**src/design/sfpc_defines.svh**
```systemverilog
// Widths, timing figures and command codes for the flash program controller
`ifndef SFPC_DEFINES_SVH
`define SFPC_DEFINES_SVH

// Pin widths, sector split and timer width
`define SFPC_ADDR_W      18
`define SFPC_SECT_LSB    8
`define SFPC_TMR_W       20

// Clock and times in nanoseconds
`define SFPC_CLK_NS      40
`define SFPC_T_ACC_NS    90
`define SFPC_T_GLITCH_NS 15
`define SFPC_T_LOAD_NS   150000
`define SFPC_T_WC_NS     10000000
`define SFPC_T_PWR_NS    5000000

// Cycle counts derived from the times, plus the fixed synchroniser depth
`define SFPC_ACC_CYC     ((`SFPC_T_ACC_NS + `SFPC_CLK_NS - 1) / `SFPC_CLK_NS)
`define SFPC_SYNC_CYC    2
`define SFPC_RD_CYC      (`SFPC_ACC_CYC + `SFPC_SYNC_CYC + 1)
`define SFPC_WE_LOW_CYC  ((`SFPC_T_GLITCH_NS + `SFPC_CLK_NS - 1) / `SFPC_CLK_NS)
`define SFPC_LOAD_CYC    (`SFPC_T_LOAD_NS / `SFPC_CLK_NS)
`define SFPC_WC_CYC      (`SFPC_T_WC_NS / `SFPC_CLK_NS)
`define SFPC_PWR_CYC     ((`SFPC_T_PWR_NS + `SFPC_CLK_NS - 1) / `SFPC_CLK_NS)

// Window slack past the device timeout, and last safe moment for a new load
`define SFPC_LOAD_SLACK  8
`define SFPC_LOAD_LATE   12

// Three-command guard sequence
`define SFPC_UNLK_ADDR0  18'h00aa1
`define SFPC_UNLK_ADDR1  18'h00554
`define SFPC_UNLK_ADDR2  18'h00aa1
`define SFPC_UNLK_DATA0  8'h3c
`define SFPC_UNLK_DATA1  8'hc3
`define SFPC_UNLK_DATA2  8'h5a

`endif

```
**src/design/sfpc_pkg.sv**
```systemverilog
// Types shared by the flash program controller
`include "sfpc_defines.svh"
package sfpc_pkg;

	// Requests taken on the user port
	typedef enum logic [1:0] {
		OP_READ   = 2'h0,
		OP_LOAD   = 2'h1,
		OP_FINISH = 2'h2,
		OP_GUARD  = 2'h3
	} sfpc_op_t;

	// Sequencer states, one-hot
	typedef enum logic [5:0] {
		ST_IDLE     = 6'h01,
		ST_WR_SETUP = 6'h02,
		ST_WR_LOW   = 6'h04,
		ST_WR_HIGH  = 6'h08,
		ST_RD_WAIT  = 6'h10,
		ST_RD_END   = 6'h20
	} sfpc_state_t;

	typedef logic [`SFPC_TMR_W-1:0] sfpc_cnt_t;

endpackage : sfpc_pkg

```
**src/design/sfpc_host.sv**
```systemverilog
// Host-side sequencer driving a sector-programmed parallel flash over its pins
// Function
// - Host loads a byte by pulsing write strobe low, select low, drive high.
// - Programming covers whole sectors; unloaded bytes become indeterminate.
// - Host starts each next load within 150 us of the previous rise.
// - Upper ten address lines hold the sector, lower eight the byte.
// - A fixed three-command sequence turns the write guard on.
// - With the guard on, every program cycle starts with those three commands.
// - After the cycle, reads return true data and a new cycle may begin.
`include "sfpc_defines.svh"
module sfpc_host #(
	parameter sfpc_pkg::sfpc_cnt_t WC_CYC  = sfpc_pkg::sfpc_cnt_t'(`SFPC_WC_CYC),
	parameter sfpc_pkg::sfpc_cnt_t PWR_CYC = sfpc_pkg::sfpc_cnt_t'(`SFPC_PWR_CYC)
) (
	input  wire logic                    clk,
	input  wire logic                    rst_b,
	input  wire logic                    clk_en,
	input  wire logic                    cmd_valid,
	output logic                         cmd_ready,
	input  wire sfpc_pkg::sfpc_op_t      cmd_op,
	input  wire logic [17:0]             cmd_addr,
	input  wire logic [7:0]              cmd_data,
	output logic                         rsp_valid,
	output logic [7:0]                   rsp_data,
	input  wire logic                    guard_assume,
	input  wire logic                    supply_ok,
	output logic                         flash_ce_b,
	output logic                         flash_oe_b,
	output logic                         flash_we_b,
	output logic [17:0]                  flash_addr,
	input  wire logic [7:0]              flash_data_in,
	output logic [7:0]                   flash_data_out,
	output logic                         flash_data_oe,
	output logic                         busy,
	output logic                         loading,
	output logic                         power_ready,
	output logic                         software_write_guard,
	output logic                         cycle_error,
	output logic                         sector_incomplete
);

	sfpc_pkg::sfpc_state_t state, next_state;
	sfpc_pkg::sfpc_cnt_t   step_count, win_count, win_remain;
	logic [1:0]            step;
	logic [17:0]           usr_addr, last_addr;
	logic [7:0]            usr_data, last_data;
	logic [9:0]            sector;
	logic [255:0]          loaded;
	logic [8:0]            pin_raw;
	wire logic [8:0]       pin_sync;
	logic                  unlocking, guard_op, guard_cycle, closing, poll_first, prev6;
	logic                  pwr_started, step_start, step_done, win_start, win_done, pwr_done;
	logic                  accept, rd_done, seq_more, wr_end, prog_start, timeout, unlock_first;
	logic [15:0]           gap_cnt;

	// Guard sequence address and data by step
	function automatic logic [17:0] unlk_addr(input logic [1:0] idx);
		case (idx)
			2'h0: unlk_addr = `SFPC_UNLK_ADDR0;
			2'h1: unlk_addr = `SFPC_UNLK_ADDR1;
			default: unlk_addr = `SFPC_UNLK_ADDR2;
		endcase
	endfunction : unlk_addr

	function automatic logic [7:0] unlk_data(input logic [1:0] idx);
		case (idx)
			2'h0: unlk_data = `SFPC_UNLK_DATA0;
			2'h1: unlk_data = `SFPC_UNLK_DATA1;
			default: unlk_data = `SFPC_UNLK_DATA2;
		endcase
	endfunction : unlk_data

	////////////////////////////////////////////////////////////////////////////////////////
	// Two-stage synchronisers for data lines and supply sense
	assign pin_raw = {supply_ok, flash_data_in};
	for (genvar i = 0; i < 9; i++) begin : g_sync
		logic meta, held;
		always_ff @(posedge clk or negedge rst_b) begin
			if (!rst_b) begin
				meta <= 1'b0;
				held <= 1'b0;
			end else if (clk_en) begin
				meta <= pin_raw[i];
				held <= meta;
			end
		end
		assign pin_sync[i] = held;
	end

	////////////////////////////////////////////////////////////////////////////////////////
	// Timers: phase widths, load window / cycle limit, power-on wait
	sfpc_timer u_step (
		.clk    (clk),
		.rst_b  (rst_b),
		.en     (clk_en),
		.start  (step_start),
		.count  (step_count),
		.done   (step_done),
		.remain ()
	);

	sfpc_timer u_win (
		.clk    (clk),
		.rst_b  (rst_b),
		.en     (clk_en),
		.start  (win_start),
		.count  (win_count),
		.done   (win_done),
		.remain (win_remain)
	);

	sfpc_timer u_pwr (
		.clk    (clk),
		.rst_b  (rst_b),
		.en     (clk_en),
		.start  (!pin_sync[8] || !pwr_started),
		.count  (PWR_CYC),
		.done   (pwr_done),
		.remain ()
	);

	// Power wait restarts whenever supply sense drops
	always_ff @(posedge clk or negedge rst_b) begin
		if (!rst_b) begin
			pwr_started <= 1'b0;
		end else if (clk_en) begin
			pwr_started <= 1'b1;
		end
	end

	assign power_ready = pwr_started && pin_sync[8] && pwr_done;

	////////////////////////////////////////////////////////////////////////////////////////
	// Events
	assign accept       = cmd_valid && cmd_ready;
	assign rd_done      = (state == sfpc_pkg::ST_RD_WAIT) && step_done;
	assign seq_more     = (state == sfpc_pkg::ST_WR_HIGH) && unlocking && !(step == 2'h2 && guard_op);
	assign wr_end       = (state == sfpc_pkg::ST_WR_HIGH) && !seq_more;
	assign prog_start   = (state == sfpc_pkg::ST_IDLE) && loading && !busy && win_done;
	assign timeout      = busy && win_done;
	assign unlock_first = (cmd_op == sfpc_pkg::OP_GUARD) ||
	                      ((software_write_guard || guard_assume) && !loading);
	assign step_start   = (next_state != state);
	assign win_start    = wr_end || prog_start;
	assign win_count    = prog_start ? WC_CYC
	                      : sfpc_pkg::sfpc_cnt_t'(`SFPC_LOAD_CYC + `SFPC_LOAD_SLACK);

	// Request acceptance per operation
	always_comb begin
		cmd_ready = 1'b0;
		if (state == sfpc_pkg::ST_IDLE && !busy && !prog_start) begin
			case (cmd_op)
				sfpc_pkg::OP_READ: cmd_ready = !loading;
				sfpc_pkg::OP_LOAD: cmd_ready = power_ready && (!loading || (!closing
				                   && cmd_addr[17:8] == sector
				                   && win_remain > sfpc_pkg::sfpc_cnt_t'(`SFPC_LOAD_LATE)));
				sfpc_pkg::OP_FINISH: cmd_ready = loading && !closing;
				sfpc_pkg::OP_GUARD: cmd_ready = power_ready && !loading;
				default: cmd_ready = 1'b0;
			endcase
		end
	end

	// Phase widths
	always_comb begin
		case (next_state)
			sfpc_pkg::ST_WR_LOW: step_count = sfpc_pkg::sfpc_cnt_t'(`SFPC_WE_LOW_CYC);
			sfpc_pkg::ST_RD_WAIT: step_count = sfpc_pkg::sfpc_cnt_t'(`SFPC_RD_CYC);
			default: step_count = sfpc_pkg::sfpc_cnt_t'(1);
		endcase
	end

	////////////////////////////////////////////////////////////////////////////////////////
	// Sequencer
	always_comb begin
		next_state = state;
		case (state)
			sfpc_pkg::ST_IDLE: begin
				if (busy) begin
					next_state = sfpc_pkg::ST_RD_WAIT;
				end else if (accept && (cmd_op == sfpc_pkg::OP_READ)) begin
					next_state = sfpc_pkg::ST_RD_WAIT;
				end else if (accept && (cmd_op != sfpc_pkg::OP_FINISH)) begin
					next_state = sfpc_pkg::ST_WR_SETUP;
				end
			end
			sfpc_pkg::ST_WR_SETUP: next_state = sfpc_pkg::ST_WR_LOW;
			sfpc_pkg::ST_WR_LOW: begin
				if (step_done) begin
					next_state = sfpc_pkg::ST_WR_HIGH;
				end
			end
			sfpc_pkg::ST_WR_HIGH: next_state = seq_more ? sfpc_pkg::ST_WR_SETUP : sfpc_pkg::ST_IDLE;
			sfpc_pkg::ST_RD_WAIT: begin
				if (step_done) begin
					next_state = sfpc_pkg::ST_RD_END;
				end
			end
			sfpc_pkg::ST_RD_END: next_state = sfpc_pkg::ST_IDLE;
			default: next_state = sfpc_pkg::ST_IDLE;
		endcase
	end

	always_ff @(posedge clk or negedge rst_b) begin
		if (!rst_b) begin
			state <= sfpc_pkg::ST_IDLE;
		end else if (clk_en) begin
			state <= next_state;
		end
	end

	// Pin drive, registered from the next state
	always_ff @(posedge clk or negedge rst_b) begin
		if (!rst_b) begin
			flash_ce_b     <= 1'b1;
			flash_oe_b     <= 1'b1;
			flash_we_b     <= 1'b1;
			flash_data_oe  <= 1'b0;
			flash_addr     <= 18'h00000;
			flash_data_out <= 8'h00;
		end else if (clk_en) begin
			flash_ce_b    <= (next_state == sfpc_pkg::ST_IDLE) || (next_state == sfpc_pkg::ST_RD_END);
			flash_oe_b    <= (next_state != sfpc_pkg::ST_RD_WAIT);
			flash_we_b    <= (next_state != sfpc_pkg::ST_WR_LOW);
			flash_data_oe <= (next_state == sfpc_pkg::ST_WR_SETUP) ||
			                 (next_state == sfpc_pkg::ST_WR_LOW) || (next_state == sfpc_pkg::ST_WR_HIGH);
			if (state == sfpc_pkg::ST_IDLE && next_state == sfpc_pkg::ST_WR_SETUP) begin
				flash_addr     <= unlock_first ? unlk_addr(2'h0) : cmd_addr;
				flash_data_out <= unlock_first ? unlk_data(2'h0) : cmd_data;
			end else if (seq_more) begin
				flash_addr     <= (step == 2'h2) ? usr_addr : unlk_addr(step + 2'h1);
				flash_data_out <= (step == 2'h2) ? usr_data : unlk_data(step + 2'h1);
			end else if (state == sfpc_pkg::ST_IDLE && next_state == sfpc_pkg::ST_RD_WAIT) begin
				flash_addr     <= busy ? last_addr : cmd_addr;
			end
		end
	end

	////////////////////////////////////////////////////////////////////////////////////////
	// Command sequence: guard prefix then user byte
	always_ff @(posedge clk or negedge rst_b) begin
		if (!rst_b) begin
			unlocking <= 1'b0;
			step      <= 2'h0;
			guard_op  <= 1'b0;
			usr_addr  <= 18'h00000;
			usr_data  <= 8'h00;
		end else if (clk_en) begin
			if (accept && (cmd_op == sfpc_pkg::OP_LOAD || cmd_op == sfpc_pkg::OP_GUARD)) begin
				unlocking <= unlock_first;
				step      <= 2'h0;
				guard_op  <= (cmd_op == sfpc_pkg::OP_GUARD);
				usr_addr  <= cmd_addr;
				usr_data  <= cmd_data;
			end else if (seq_more) begin
				if (step == 2'h2) begin
					unlocking <= 1'b0;
				end else begin
					step <= step + 2'h1;
				end
			end
		end
	end

	// Load period bookkeeping
	always_ff @(posedge clk or negedge rst_b) begin
		if (!rst_b) begin
			loading              <= 1'b0;
			closing              <= 1'b0;
			sector               <= 10'h000;
			last_addr            <= 18'h00000;
			last_data            <= 8'h00;
			guard_cycle          <= 1'b0;
			software_write_guard <= 1'b0;
		end else if (clk_en) begin
			if (prog_start) begin
				loading <= 1'b0;
				closing <= 1'b0;
			end else begin
				if (wr_end) begin
					loading <= 1'b1;
				end
				if (accept && (cmd_op == sfpc_pkg::OP_FINISH || cmd_op == sfpc_pkg::OP_GUARD)) begin
					closing <= 1'b1;
				end
			end
			if (wr_end) begin
				sector      <= usr_addr[17:8];
				last_addr   <= guard_op ? unlk_addr(2'h2) : usr_addr;
				last_data   <= guard_op ? unlk_data(2'h2) : usr_data;
				guard_cycle <= guard_op;
			end
			if (wr_end && guard_op) begin
				software_write_guard <= 1'b1;
			end
		end
	end

	// Bytes loaded in the current sector
	always_ff @(posedge clk or negedge rst_b) begin
		if (!rst_b) begin
			loaded <= '0;
		end else if (clk_en) begin
			if (accept && !loading && cmd_op != sfpc_pkg::OP_READ) begin
				loaded <= '0;
			end else if (wr_end && !guard_op) begin
				loaded[usr_addr[7:0]] <= 1'b1;
			end
		end
	end

	// Program cycle wait by data and alternating-line polling
	always_ff @(posedge clk or negedge rst_b) begin
		if (!rst_b) begin
			busy              <= 1'b0;
			poll_first        <= 1'b0;
			prev6             <= 1'b0;
			cycle_error       <= 1'b0;
			sector_incomplete <= 1'b0;
		end else if (clk_en) begin
			if (prog_start) begin
				busy              <= 1'b1;
				poll_first        <= 1'b1;
				cycle_error       <= 1'b0;
				sector_incomplete <= !guard_cycle && !(&loaded);
			end else if (timeout && state == sfpc_pkg::ST_RD_END) begin // Between polls only
				busy        <= 1'b0;
				cycle_error <= 1'b1;
			end else if (rd_done && busy) begin
				poll_first <= 1'b0;
				prev6      <= pin_sync[6];
				if (!poll_first && (guard_cycle || pin_sync[7] == last_data[7])
				    && pin_sync[6] == prev6) begin
					busy <= 1'b0;
				end
			end
		end
	end

	// Read answers
	always_ff @(posedge clk or negedge rst_b) begin
		if (!rst_b) begin
			rsp_valid <= 1'b0;
			rsp_data  <= 8'h00;
		end else if (clk_en) begin
			rsp_valid <= rd_done && !busy;
			if (rd_done && !busy) begin
				rsp_data <= pin_sync[7:0];
			end
		end
	end

	////////////////////////////////////////////////////////////////////////////////////////
	// Checks
	localparam int LOAD_LIM = `SFPC_LOAD_CYC;

	// Cycles since the last rising write strobe
	always_ff @(posedge clk or negedge rst_b) begin
		if (!rst_b) begin
			gap_cnt <= 16'h0000;
		end else if (clk_en) begin
			if (!flash_we_b) begin
				gap_cnt <= 16'h0000;
			end else if (gap_cnt != 16'hffff) begin
				gap_cnt <= gap_cnt + 16'h0001;
			end
		end
	end
endmodule : sfpc_host

```
**src/design/sfpc_timer.sv**
```systemverilog
// Loadable down counter for strobe widths, load windows and waits
module sfpc_timer (
	input  wire logic                clk,
	input  wire logic                rst_b,
	input  wire logic                en,
	input  wire logic                start,
	input  wire sfpc_pkg::sfpc_cnt_t count,
	output logic                     done,
	output sfpc_pkg::sfpc_cnt_t      remain
);

	// Load on start, count down to zero and hold
	always_ff @(posedge clk or negedge rst_b) begin
		if (!rst_b) begin
			remain <= '0;
		end else if (en) begin
			if (start) begin
				remain <= count;
			end else if (remain != '0) begin
				remain <= remain - sfpc_pkg::sfpc_cnt_t'(1);
			end
		end
	end

	assign done = (remain == '0);

endmodule : sfpc_timer

```
**config.mk**
```make
export PLATFORM = sky130hd
export DESIGN_NAME = sfpc_host
export DESIGN_NICKNAME = d
export VERILOG_FILES = /design/src/design/sfpc_pkg.sv /design/src/design/sfpc_host.sv /design/src/design/sfpc_timer.sv
export VERILOG_INCLUDE_DIRS = /design/src /design/src/design
export SDC_FILE = /design/constraint.sdc
export NUM_CORES = 1
export LEC_CHECK = 0
export BUFFER_PORTS_ARGS = -buffer_cell sky130_fd_sc_hd__buf_4
export CORE_UTILIZATION = 51
export CTS_CLUSTER_SIZE = 40
export DETAILED_ROUTE_END_ITERATION = 10
export HOLD_SLACK_MARGIN = 0.12
export PLACE_DENSITY = 0.71
export SLEW_MARGIN = 20
export SYNTH_ARGS = -nofsm -noshare
export SYNTH_HDL_FRONTEND = slang
export SYNTH_SLANG_ARGS = --single-unit
export TNS_END_PERCENT = 100
```
**constraint.sdc**
```tcl
create_clock -name clk -period 3.35 [get_ports clk]
set_input_delay 0.5025 -clock clk [delete_from_list [all_inputs] [get_ports clk]]
set_output_delay 0.5025 -clock clk [all_outputs]
set_load 0.1 [all_outputs]
```
Yosys cells after proc, flatten, opt, wreduce, memory -nomap -nowiden
Cells that the tools add are included.
{"block": "word_totals", "in_bits": 42, "register_bits": 455, "out_inout_bits": 46, "wordCells": 242}
{"block": "classes", "n_mux": 54, "bitwise_logic": 3, "n_eq_ne": 26, "add_sub_neg": 4, "n_reduce_logical": 103, "magnitude_cmp": 3}
{"cell": "$mux 256", "n": 2}
{"cell": "$or 256x256->256", "n": 1}
{"cell": "$reduce_and 256->1", "n": 1}
{"cell": "$mux 18", "n": 8}
{"cell": "$mux 20", "n": 6}
{"cell": "$logic_not 20->1", "n": 3}
{"cell": "$reduce_bool 20->1", "n": 3}
{"cell": "$sub 20x1->20 const B", "n": 3}
{"cell": "$mux 8", "n": 5}
{"cell": "$logic_and 1x1->1", "n": 37}
{"cell": "$mux 6", "n": 5}
{"cell": "$pmux 6 s5", "n": 1}
{"cell": "$reduce_and 2->1", "n": 14}
{"cell": "$reduce_bool 2->1", "n": 12}
{"cell": "$gt 20x4->1 const B", "n": 1}
{"cell": "$mux 1", "n": 18}
{"cell": "$pmux 8 s2", "n": 1}
{"cell": "$eq 6x1->1 const B", "n": 2}
{"cell": "$eq 6x2->1 const B", "n": 2}
{"cell": "$eq 6x3->1 const B", "n": 2}
{"cell": "$eq 6x4->1 const B", "n": 2}
{"cell": "$eq 6x5->1 const B", "n": 2}
{"cell": "$eq 6x6->1 const B", "n": 2}
{"cell": "$logic_not 1->1", "n": 12}
{"cell": "other kinds (23)", "n": 48}

Longest topological paths before layout
Gate-level depths: netlist of the first run.
{"block": "depth", "ltp_word": 18, "mapped_depth": 13, "mapped_depth_nobuf": 10}

By module
Synthesis of the first run repeated with hierarchy kept, for this count alone.
{"block": "hier_totals", "cells_unflattened": 2090, "area_unflattened_um2": 20870.0}
{"module": "sfpc_host", "cells_per_inst": 1585, "instances": 1, "seq_area_each_um2": 9714.3, "area_per_inst_um2": 16579.7}
{"module": "sfpc_timer (u_step)", "cells_per_inst": 168, "instances": 1, "seq_area_each_um2": 500.5, "area_per_inst_um2": 1437.6}
{"module": "sfpc_timer (u_pwr)", "cells_per_inst": 171, "instances": 1, "seq_area_each_um2": 500.5, "area_per_inst_um2": 1431.4}
{"module": "sfpc_timer (u_win)", "cells_per_inst": 166, "instances": 1, "seq_area_each_um2": 500.5, "area_per_inst_um2": 1421.4}

Least setup slack after synthesis of the first run
OpenSTA, ideal clock, no wires.
{"block": "synth_timing", "path_type": "register to register", "from": "reg u_pwr.remain[10]", "to": "reg u_pwr.remain[16]", "required_ps": 3223, "t_arrival_ps": 4609, "period_less_slack_ps": 4736, "n_path_buf": 1, "setup_slack_ps": -1386, "stages_incl_launch_ff": 10, "setup_time_ps": 127, "path_cell_list": "dfrtp_1 -> or4_4 -> or4_1 -> buf_2 -> nor3_1 -> nor2b_1 -> nand4_1 -> nor4_1 -> xnor2_1 -> nand2_1"}
{"block": "synth_via", "elab_chain_len": 3, "word_cells_on_any_way": 6, "classes_between": "add/sub: 1; mux: 2; reduce/logical: 3"}
{"item": "from (decl)", "line": "sfpc_timer.sv:9", "text": "output sfpc_pkg::sfpc_cnt_t remain"}
{"item": "from (signal assigned)", "line": "sfpc_timer.sv:18", "text": "remain <= count;"}
{"item": "from (signal assigned)", "line": "sfpc_timer.sv:20", "text": "remain <= remain - sfpc_pkg::sfpc_cnt_t'(1);"}
{"item": "$sub 20x1->20 or $reduce_bool 20->1 (tied branches)", "line": "sfpc_timer.sv:20, sfpc_timer.sv:19"}
{"item": "$mux 20 or $reduce_bool 2->1 (tied branches)"}
{"item": "$mux 20 or $reduce_and 2->1 (tied branches)"}
Parallel ways exist; a longest one is shown, timed or not. The select of a mux whose other input is x is not followed.
A chain may end at the register's enable or synchronous reset.

Worst setup path in the final report of the first run
{"block": "layout_timing", "from": "reg u_pwr.remain[10]", "to": "out cmd_ready"}
{"block": "layout_via", "elab_chain_len": 5, "word_cells_on_any_way": 6, "classes_between": "mux: 2; reduce/logical: 4"}
{"item": "$logic_not 20->1 *", "line": "sfpc_timer.sv:25", "text": "assign done = (remain == '0);"}
{"item": "$logic_and 1x1->1 *", "line": "sfpc_host.sv:131", "text": "assign power_ready = pwr_started && pin_sync[8] && pwr_done;"}
{"item": "$logic_and 1x1->1 (on tied branches)", "line": "sfpc_host.sv:158, sfpc_host.sv:154"}
{"item": "$pmux 1 s4 *", "line": "sfpc_host.sv:152", "text": "case (cmd_op)"}
{"item": "$mux 1 *", "line": "sfpc_host.sv:151", "text": "if (state == sfpc_pkg::ST_IDLE && !busy && !prog_start) begin"}
{"item": "to (decl)", "line": "sfpc_host.sv:19", "text": "output logic cmd_ready,"}
Mark *: on every way between the ends. The rest lies on a longest branch, timed or not.

==> results.md, run 1 <==
* Status: finished with violations
* Failing checks: negative setup slack
* Switching Fraction at roughly 34%
* Post-synth EDFFs at 0
* Clock-pin slew on the worst setup and hold paths at 0.06 ns
* Die Area at 38900 um2
* Post-synth ARST share at 100%
* CP arrival at 3.10 ns
* DRT iter0 DRCs at between 1000 and 1500
* Remaining DRCs at 0
* Vias in the first global route at 15049
* Root Driver: clkbuf_16
* Part of the power in the clock network at 33.6%
* Via density at 5.93
* Most frequent CP cell: or4_4
* Post-route ant nets at 0
* Fmax at about 280 MHz
* Min-delay src: flash_data_in[2]
* Worst-skew pair later-pin latency at ~0.58 ns
* Pleak at 10.9 nW
* Fin crit share at 108%
* Slew @ Worst Pin at 1.11 ns
* Psw at between 5 and 6 mW
* Syn Inst Count at ~1900
* Mapped Nets at slightly below 2000
* Post-Route WL at a little under 50 mm
* Clock sinks at 448
* P&R area growth vs syn at 18.5%
* Final hold vios at 0
* Relative slew margins at between 20% and 30%
* Core area at approximately 38000 um2
* Die Height at 197 um
* Avg Cell Area, Syn at 10.1 um2
* Util after Layout at 61.3%
* Htree depth at 2
* # diodes at 0
* Power Dens Cells at 669 nW/um2
* Yosys Warn Count at 0
* Final setup viols at 1
* Via count at approximately 15000
* Initial antenna violation count at 0
* Hold Path Class: primary input to flop
* Most used DFF post-synth: dfrtp_1
* Setup TNS at -0.257 ns
* CP startpoint kind: flop
* DRT Pass-1 Iters at 6
* Final hold slack at 0.158 ns
* Final net count at between 2000 and 2500
* Reg2Reg Setup Slack at 0.06 ns
* Setup WS pre-CTS at -0.0811 ns
* Row cnt at 71
* Slew Viols, Final at 0
* Gr usage total at between 20% and 30%
* Clock skew at between 0.02 and 0.025 ns
* Worst vdd ir at 0.451 mV
* Fin worst setup slack at -0.257 ns
* Final GP Congestion at between 0.8 and 0.9
* Layout cells sized above 1 at 18.7%
* Final instance area at 23000 um2
* Critical path class: flop to output port
* First-pass GRT wire length at 79.9 mm
* Largest net degree at the start of global routing at 93
* Gate power share at between 20 and 25%
* Crit Path Max Fanout at 2
* Num CTS Buffers at 47
* Dpl hpwl at 31.5 mm
* Worst R2R Path Depth at 12
* Reg area at 11200 um2
* Final min period at 3.61 ns
* Largest stage delay, worst path at 0.54 ns
* Netlist Area Pre-Place at 19400 um2
* Reg-to-reg endpoint: flash_addr[5]
* CP max-delay cell: or4_4
* TritonCTS clock tree: done
* Seq/Total Area, Yosys at between 50 and 60%
* Fill cells at 3008
* Depth of the worst hold-timing path at 2
* Max Cap Viol at 0
* Area occupied by multi-input gates at 7720 um2
* Total gr overflow at 0
* CP endpoint kind: output port
* Clk buf depth at 3
* Critical path's top delay family: simple AND/OR/NAND/NOR gates
* Sequential share of power at 42.0%
* Count of unique library cells instantiated by Yosys at 73
* Crit path cell chain: or4_4 > or4_4 > or4_4 > a211o_1 > buf_4 > nor2_4 > buf_12
* Ports at 88
* Die Width at 197 um
* Hold Path End: g_sync[2].meta
* Internal power at around 10 mW
* CP bufs+invs at 2
* Synth Register Bits at ~450
* RSZ-0062 raised after global routing: yes
* Worst r2r src: u_pwr.remain[10]
* Starting Density at 51.7%
* Placed inst area at 21300 um2
* Drt wl/cell at between 15 and 20 um
* Port Buffer Count at 87
* Critical path required time at roughly 2.9 ns
-- worst reg2reg max path: stages (launching register included) --
cell and delay (ns):
dfrtp_1 0.38, or4_4 0.54, or4_4 0.43, or4_4 0.44, a211o_1 0.29, buf_4 0.16
nor3_4 0.16, buf_12 0.17, o31ai_4 0.09, buf_12 0.16, buf_4 0.16, nand2_1 0.11
o31ai_4 0.07
-- how the worst max path moves through the flow --
stage / from / slack (ns) / to / depth (start not counted)
floorplan: u_pwr.remain[10] / 0.03 / cmd_ready / 6
global placement: u_pwr.remain[10] / 0.02 / step[1] / 8
detailed placement: u_pwr.remain[10] / -0.08 / flash_data_out[5] / 8
CTS: u_pwr.remain[10] / -0.33 / cmd_ready / 7
global route: u_pwr.remain[10] / -0.32 / cmd_ready / 7
finish: u_pwr.remain[10] / -0.26 / cmd_ready / 7
-- power by group through the flow --
stage | sequential, mW | combinational, mW | clock (mW)
floorplan | 7.62 | 1.51 | 0
global placement | 6.51 | 3.60 | 0
detailed placement | 6.54 | 3.67 | 0
CTS | 6.45 | 3.70 | 5.27
global route | 6.53 | 4.05 | 5.48
finish | 6.47 | 3.77 | 5.17
-- per-stage QoR --
stage / std cells / power [mW]
finish: 2604 / 15.4
global route: 2604 / 16.1
CTS: 2596 / 15.4
detailed placement: 2511 / 10.2
global placement: 2511 / 10.1
floorplan: 1929 / 9.14
-- cell usage after synthesis, drive strengths merged (8+ instances only) --
| cell type | number | area (um2) |
|---|---|---|
| or4 | 8 | 63.8 |
| dfrtp | 444 | 11100 |
| a21oi | 283 | 1420 |
| o21ai | 74 | 370 |
| inv | 21 | 78.8 |
| mux2i | 11 | 110 |
| a211oi | 19 | 143 |
| nand2 | 90 | 345 |
| o31ai | 12 | 95.1 |
| clkbuf | 78 | 293 |
| mux2 | 75 | 916 |
| nand2b | 26 | 163 |
| xor2 | 13 | 114 |
| a22oi | 8 | 60.1 |
| nor2b | 13 | 81.3 |
| a31oi | 33 | 206 |
| xnor2 | 32 | 280 |
| nand4 | 78 | 488 |
| nor3 | 49 | 267 |
| buf | 45 | 264 |
| nor4 | 39 | 244 |
| nand3 | 14 | 70.1 |
| ha | 10 | 125 |
| nor2 | 372 | 1400 |
| or3 | 10 | 62.6 |
-- cell type report --
class                   count  share of cell area, %
repair buffers            205                   8.09
inverters                  21                  0.342
well taps                 511                   2.78
clock inverters            15                  0.874
multi-input cells        1337                   33.5
flip-flops and latches    448                   48.7
clock buffers              67                   5.70
-- cell usage in the layout, fill, tap and decap left out, drive strengths merged, types with 6 or more instances in the layout --
master,n
buf,203
and2,7
nor2b,13
xor2,13
nand2b,26
xnor2,32
a31oi,33
nor3,49
a22oi,8
o211ai,6
o31ai,12
dfrtp,444
o21ai,74
a211oi,19
or3,10
nand3,14
nor4,39
ha,10
nand2,90
mux2i,11
nand4,78
clkinv,7
inv,23
a21oi,283
or2,7
mux2,75
or4,8
clkbuf,68
nor2,372
-- timing repair --
action	in CTS	in global routing
setup buffers	2	5
gates cloned	0	3
resized for setup	8	15
hold buffers	1	0
endpoints found under the hold margin	78	0
endpoints found under the setup margin	269	240
pin swaps	3	4
-- per-layer routing --
layer,track usage [%],up-vias,part of all wire [%]
met5,0,-,0
met4,7.03,0,2.2
met3,4.46,93,7.0
met2,40.9,591,47
met1,36.6,7705,43
li1,-,7056,-
-- flip-flops by register name, indices dropped and copies added, names as in the netlist, 10 cells and up --
signal and count:
usr_addr 18, loaded 256, sector 10, u_step.remain 20
u_pwr.remain 20, u_win.remain 20, flash_addr 18, last_addr 18
-- cells by family after synthesis --
logic type,synth area share (%)
AND/OR/NAND/NOR,17.4
flip-flops,57.7
AO/OA/AOI/OAI,13.6
adder cells (fa/ha/maj),0.644
buffers and inverters,3.27
multiplexers,5.28
XOR/XNOR,2.03
(Power assumes the default switching activity.)
==> inputs of run 2 (changes only) <==
--- a/config.mk
+++ b/config.mk
@@ -12,6 +12,7 @@
 export DETAILED_ROUTE_END_ITERATION = 10
 export HOLD_SLACK_MARGIN = 0.12
 export PLACE_DENSITY = 0.71
+export SKIP_CTS_REPAIR_TIMING = 1
 export SLEW_MARGIN = 20
 export SYNTH_ARGS = -nofsm -noshare
 export SYNTH_HDL_FRONTEND = slang
==> run 2 against run 1 <==
The run still ends with negative setup slack left. Sequential share of layout area is 0.62 points lower. Total power is 0.23% higher. Core utilization is 0.79 points higher. Cell area is 1.3% higher. Global-route usage hardly changed. First-iteration DRC count is 1.1% lower. Worst setup slack worse by 0.025 ns. Clock skew is 0.0011 ns lower. Critical endpoint unchanged. Largest power group unchanged.
==> results.md, run 2 (synthesized netlist as in run 1, its figures left out) <==
* CP arrival at around 3.1 ns
* Row cnt at 71
* Worst Setup EP: cmd_ready
* Gr usage total at 25.8%
* Clock-pin slew on the worst setup and hold paths at 0.06 ns
* Setup WS pre-CTS at -0.0811 ns
* Post-route ant nets at 0
* First-pass GRT wire length at 79.8 mm
* TritonCTS clock tree: done
* Internal power at 10.2 mW
* Clk buf depth at 3
* Slew @ Worst Pin at 1.10 ns
* WP depth at 7
* Fmax at between 200 and 300 MHz
* P&R area growth vs syn at 20.1%
* Dpl hpwl at 31.5 mm
* Post-Route WL at around 51 mm
* Part of the power in the clock network at 33.5%
* Failing checks: negative setup slack
* Crit Path Max Fanout at 2
* Worst R2R Path Depth at 11
* Htree depth at 2
* Clock sinks at about 450
* Crit path cell chain: or4_4 > or4_4 > or4_4 > a211o_1 > buf_4 > nor2_4 > buf_12
* Sequential share of power at 41.8%
* Die Height at 197 um
* Critical path's top delay family: simple AND/OR/NAND/NOR gates
* Pleak at 11.0 nW
* RSZ-0062 raised after global routing: yes
* Commonest non-fill, non-tap cell in the layout: dfrtp_1
* Switching Fraction at 34.1%
* Most frequent cells in the layout: dfrtp_1, nor2_1, a21oi_1, buf_4, nand2_1
* Most frequent CP cell: or4_4
* Depth of the worst hold-timing path at 2
* DRT iter0 DRCs at 1236
* Max Cap Viol at 0
* Num CTS Buffers at between 40 and 50
* Gate power share at roughly a quarter
* Setup TNS at -0.512 ns
* Starting Density at 51.7%
* Reg-to-reg endpoint: flash_addr[5]
* Worst vdd ir at 0.451 mV
* Psw at 5.27 mW
* Remaining DRCs at 0
* Critical path class: flop to output port
* Layout cells sized above 1 at 19.6%
* Via count at 15547
* Largest net degree at the start of global routing at 93
* Largest stage delay, worst path at 0.54 ns
* Reg2Reg Setup Slack at -0.05 ns
* Final setup viols at 17
* Fin crit share at 108%
* CP max-delay cell: or4_4
* CP bufs+invs at 2
* Final hold vios at 0
* Die Area at about 39000 um2
* Core area at 37600 um2
* Max FFs per register at 256
* Fill cells at 2955
* Via density at 5.94
* Hold Path Class: primary input to flop
* DRT Pass-1 Iters at 5
* CP startpoint kind: flop
* Vias in the first global route at between 15000 and 20000
* Slew Viols, Final at 0
* CP endpoint kind: output port
* Worst-skew pair later-pin latency at between 0.5 and 0.6 ns
* Crit path from: u_pwr.remain[10]
* Clock skew at between 0.015 and 0.02 ns
* Final GP Congestion at 0.879
* Total gr overflow at 0
* Initial antenna violation count at 0
* Status: finished with violations
* Drt wl/cell at 19.3 um
* Final min period at 3.63 ns
* Worst r2r src: u_pwr.remain[10]
* # diodes at 0
* Critical path required time at 2.85 ns
* Relative slew margins at 26.2%
* Root Driver: clkbuf_16
* Die Width at between 150 and 200 um
* Final net count at 2126
* Most flops, register: loaded
* Ports at 88
* Power Dens Cells at 662 nW/um2
* Port Buffer Count at 87
* Fin worst setup slack at -0.281 ns
## run 2: cell types whose count changed in the layout (fill, tap and decap cells not counted), sizes merged
cell / delta
buf: +8
clkbuf: +6
## run 2: final cells by class
class,instances,area (um2),area share [%]
multi-input combinational,1337,7770,33.3
clock buffer,67,1310,5.62
tap,511,639,2.74
sequential,448,11200,48.1
clock inverter,15,201,0.863
timing repair buffer,219,2120,9.07
inverter,21,78.8,0.338
## run 2: through the flow
step | area (um2) | power [mW] | hold WS, ns | utilization, % | instances
2_1_floorplan | 19500 | 9.14 | 0.207 | - | 1929
3_3_place_gp | 21300 | 10.1 | 0.456 | 56.7 | 2511
3_5_place_dp | 21300 | 10.2 | 0.461 | 56.7 | 2511
4_1_cts | 22800 | 15.4 | -0.0522 | 60.7 | 2593
5_1_grt | 23300 | 16.1 | 0.135 | 62.1 | 2618
6_report | 23300 | 15.4 | 0.155 | 62.1 | 2618
## run 2: worst min path at each step
stage	from	endpoint	slack (ns)
detailed placement	flash_we_b	flash_we_b	0.46
floorplan	rst_b	busy	0.21
CTS	rst_b	loaded[154]	-0.05
global route	flash_data_in[2]	g_sync[2].meta	0.14
finish	flash_data_in[2]	g_sync[2].meta	0.16
global placement	last_addr[14]	last_addr[14]	0.46
## run 2: power by group through the flow
| stage | clock (mW) | combinational, mW | sequential [mW] |
|---|---|---|---|
| floorplan | 0 | 1.51 | 7.62 |
| global placement | 0 | 3.60 | 6.51 |
| detailed placement | 0 | 3.67 | 6.54 |
| CTS | 5.27 | 3.69 | 6.45 |
| global route | 5.47 | 4.09 | 6.54 |
| finish | 5.17 | 3.81 | 6.46 |
## run 2: metal layers
| layer | vias up | part of all wire, % | global-route usage (%) |
|---|---|---|---|
| li1 | 7100 | - | - |
| met1 | 7813 | 43 | 36.6 |
| met2 | 546 | 47 | 40.9 |
| met3 | 88 | 7.0 | 4.46 |
| met4 | 0 | 2.2 | 7.03 |
| met5 | - | 0 | 0 |
==> inputs of run 3 (changes only) <==
--- a/config.mk
+++ b/config.mk
@@ -16,5 +16,6 @@
 export SLEW_MARGIN = 20
 export SYNTH_ARGS = -nofsm -noshare
 export SYNTH_HDL_FRONTEND = slang
+export SYNTH_HIERARCHICAL = 1
 export SYNTH_SLANG_ARGS = --single-unit
 export TNS_END_PERCENT = 100
==> run 3 against run 2 <==
The run still ends with negative setup slack left. Total power shrank 11%. Clock power up 9.9%. Synthesized area increased by 7.4%. Synthesized cell count rose by 8.3%. Count of clock-buffer cells in the layout fell by 4. Sequential power is 6.5% lower. Cell area rose by 8.6%. Critical path type unchanged. Largest cell class unchanged.
==> results.md, run 3 <==
* Fmax at 277 MHz
* Starting Density at 52.2%
* Relative slew margins at 32.1%
* CP endpoint kind: output port
* CP bufs+invs at 3
* Critical path class: flop to output port
* DRT iter0 DRCs at around 1700
* Via count at 17548
* Die Area at 41700 um2
* Crit Path Max Fanout at 3
* Critical path's top delay family: simple AND/OR/NAND/NOR gates
* Slew @ Worst Pin at 1.01 ns
* Worst vdd ir at ~0.45 mV
* Total gr overflow at 0
* Port Buffer Count at 87
* Seq/Total Area, Yosys at between 50% and 60%
* Post-route ant nets at 0
* Via density at 6.08
* Most frequent cells in the layout: dfrtp_1, nor2_1, a21oi_1, buf_4, nand2_1
* Core area at 40000 um2
* Pleak at 11.8 nW
* Yosys Warn Count at 6
* Worst-skew pair later-pin latency at 0.61 ns
* Netlist Area Pre-Place at 20900 um2
* CP max-delay cell: or4_4
* Htree depth at 2
* Clock skew at 0.0517 ns
* Slew Viols, Final at 0
* Setup WS pre-CTS at -0.118 ns
* DRT Pass-1 Iters at 7
* Avg Cell Area, Syn at 9.99 um2
* First-pass GRT wire length at 95.6 mm
* Drt wl/cell at 21.0 um
* Final instance area at between 20000 and 30000 um2
* Largest stage delay, worst path at 0.51 ns
* Final hold vios at 0
* Max Cap Viol at 0
* P&R area growth vs syn at 21.5%
* Layout cells sized above 1 at 22.6%
* CP startpoint kind: flop
* Setup TNS at -9.71 ns
* Area contributors post-synth: dfrtp_1, a21oi_1, nor2_1
* Yosys top cell area share at 53.2%
* Count of unique library cells instantiated by Yosys at 93
* Final min period at around 3.6 ns
* Post-synth ARST share at 100%
* Dpl hpwl at about 40 mm
* Remaining DRCs at 0
* Final hold slack at 0.147 ns
* Clock sinks at 448
* Failing checks: negative setup slack
* Commonest non-fill, non-tap cell in the layout: dfrtp_1
* Fin worst setup slack at -0.263 ns
* Most flops, register: loaded
* Synth Register Bits at 448
* # diodes at 0
* TritonCTS clock tree: done
* Root Driver: clkbuf_16
* Power Dens Cells at about 540 nW/um2
* Initial antenna violation count at 0
* Final GP Congestion at 0.904
* CP arrival at 3.11 ns
* Largest net degree at the start of global routing at 121
* Row cnt at 73
* Fin crit share at 108%
* Ports at 88
* Most used DFF post-synth: dfrtp_1
* Placed inst area at 23200 um2
* Count leader, synth: dfrtp_1
* Critical path required time at 2.85 ns
* Die Height at 204 um
* Clk buf depth at 3
* Area leader, netlist: dfrtp_1
* RSZ-0062 raised after global routing: yes
* Post-synth EDFFs at 0
* Most frequent cells after synthesis: dfrtp_1, nor2_1, a21oi_1
* Gr usage total at 29.3%
* Syn Inst Count at 2090
* Status: finished with violations
* Hold Path Class: primary input to flop
* Post-Route WL at 60.7 mm
* Vias in the first global route at 17163
* Clock-pin slew on the worst setup and hold paths at around 0.06 ns
* Crit path cell chain: inv_2 > ha_4 > or4b_4 > or4_4 > nor2_4 > and3_4 > buf_6 > o22ai_2 > nor2_2 > and2_4 > buf_12
* Num CTS Buffers at 48
* Final setup viols at 53
* Final net count at 2374
* Die Width at just over 200 um
* Max FFs per register at 256
run 3: cell count changes after synthesis, sizes merged, moves of 15 or more:
cell,previous run,this run
mux2,75,96
a21oi,283,319
xnor2,32,4
clkbuf,78,60
buf,45,68
mux2i,11,39
nor2,372,353
a31oi,33,9
nor3,49,64
a21o,1,16
o22ai,1,16
run 3: layout make-up:
| type | instances | area [um2] |
|---|---|---|
| clock buffer | 63 | 1330 |
| clock inverter | 26 | 373 |
| fill | 3115 | 14700 |
| inverter | 35 | 139 |
| multi-input combinational | 1525 | 9290 |
| sequential | 448 | 11200 |
| tap | 525 | 657 |
| timing repair buffer | 263 | 2350 |
run 3: per-stage QoR:
stage | util [%] | power [mW] | std cells
6_report | 63.4 | 13.8 | 2885
5_1_grt | 63.4 | 14.3 | 2885
4_1_cts | 62.2 | 13.7 | 2865
3_5_place_dp | 58.0 | 8.07 | 2776
3_3_place_gp | 58.0 | 8.00 | 2776
2_1_floorplan | - | 7.26 | 2136
run 3: final timing paths:
check | startpoint | end | slack, ns | cells after the start
setup / recovery | u_pwr/remain[1] | cmd_ready | -0.26 | 11
hold / removal | flash_data_in[1] | g_sync[1].meta | 0.15 | 2
setup reg to reg | u_pwr/remain[1] | u_step/remain[13] | -0.24 | 17
hold reg to reg | last_addr[14] | last_addr[14] | 0.48 | 2
max in group asynchronous | rst_b | flash_addr[11] | 1.91 | 3
min in group asynchronous | rst_b | u_step/remain[12] | 0.53 | 2
run 3: cell families (layout without fill, tap and decap cells):
logic type,Yosys count,after routing,synth area share [%]
buffers and inverters,163,387,3.67
AO/OA/AOI/OAI,540,540,15.2
AND/OR/NAND/NOR,777,777,18.8
XOR/XNOR,14,14,0.587
adder cells (fa/ha/maj),11,11,0.659
flip-flops,448,448,53.7
multiplexers,135,135,7.39
other,2,48,0.0360
run 3: where the power goes:
part / leakage (nW) / internal, mW / total [mW] / switching (mW)
clock network: 0.835 / 3.37 / 5.68 / 2.31
logic: 4.91 / 0.896 / 2.09 / 1.19
registers: 6.06 / 5.70 / 6.04 / 0.338
run 3: per-layer routing:
| metal | GRT usage, % | part of all wire, % | vias up |
|---|---|---|---|
| met5 | 0 | 0 | - |
| met4 | 8.88 | 2.9 | 0 |
| met3 | 5.40 | 8.0 | 132 |
| met2 | 45.7 | 46 | 769 |
| met1 | 41.6 | 43 | 8734 |
| li1 | - | - | 7913 |
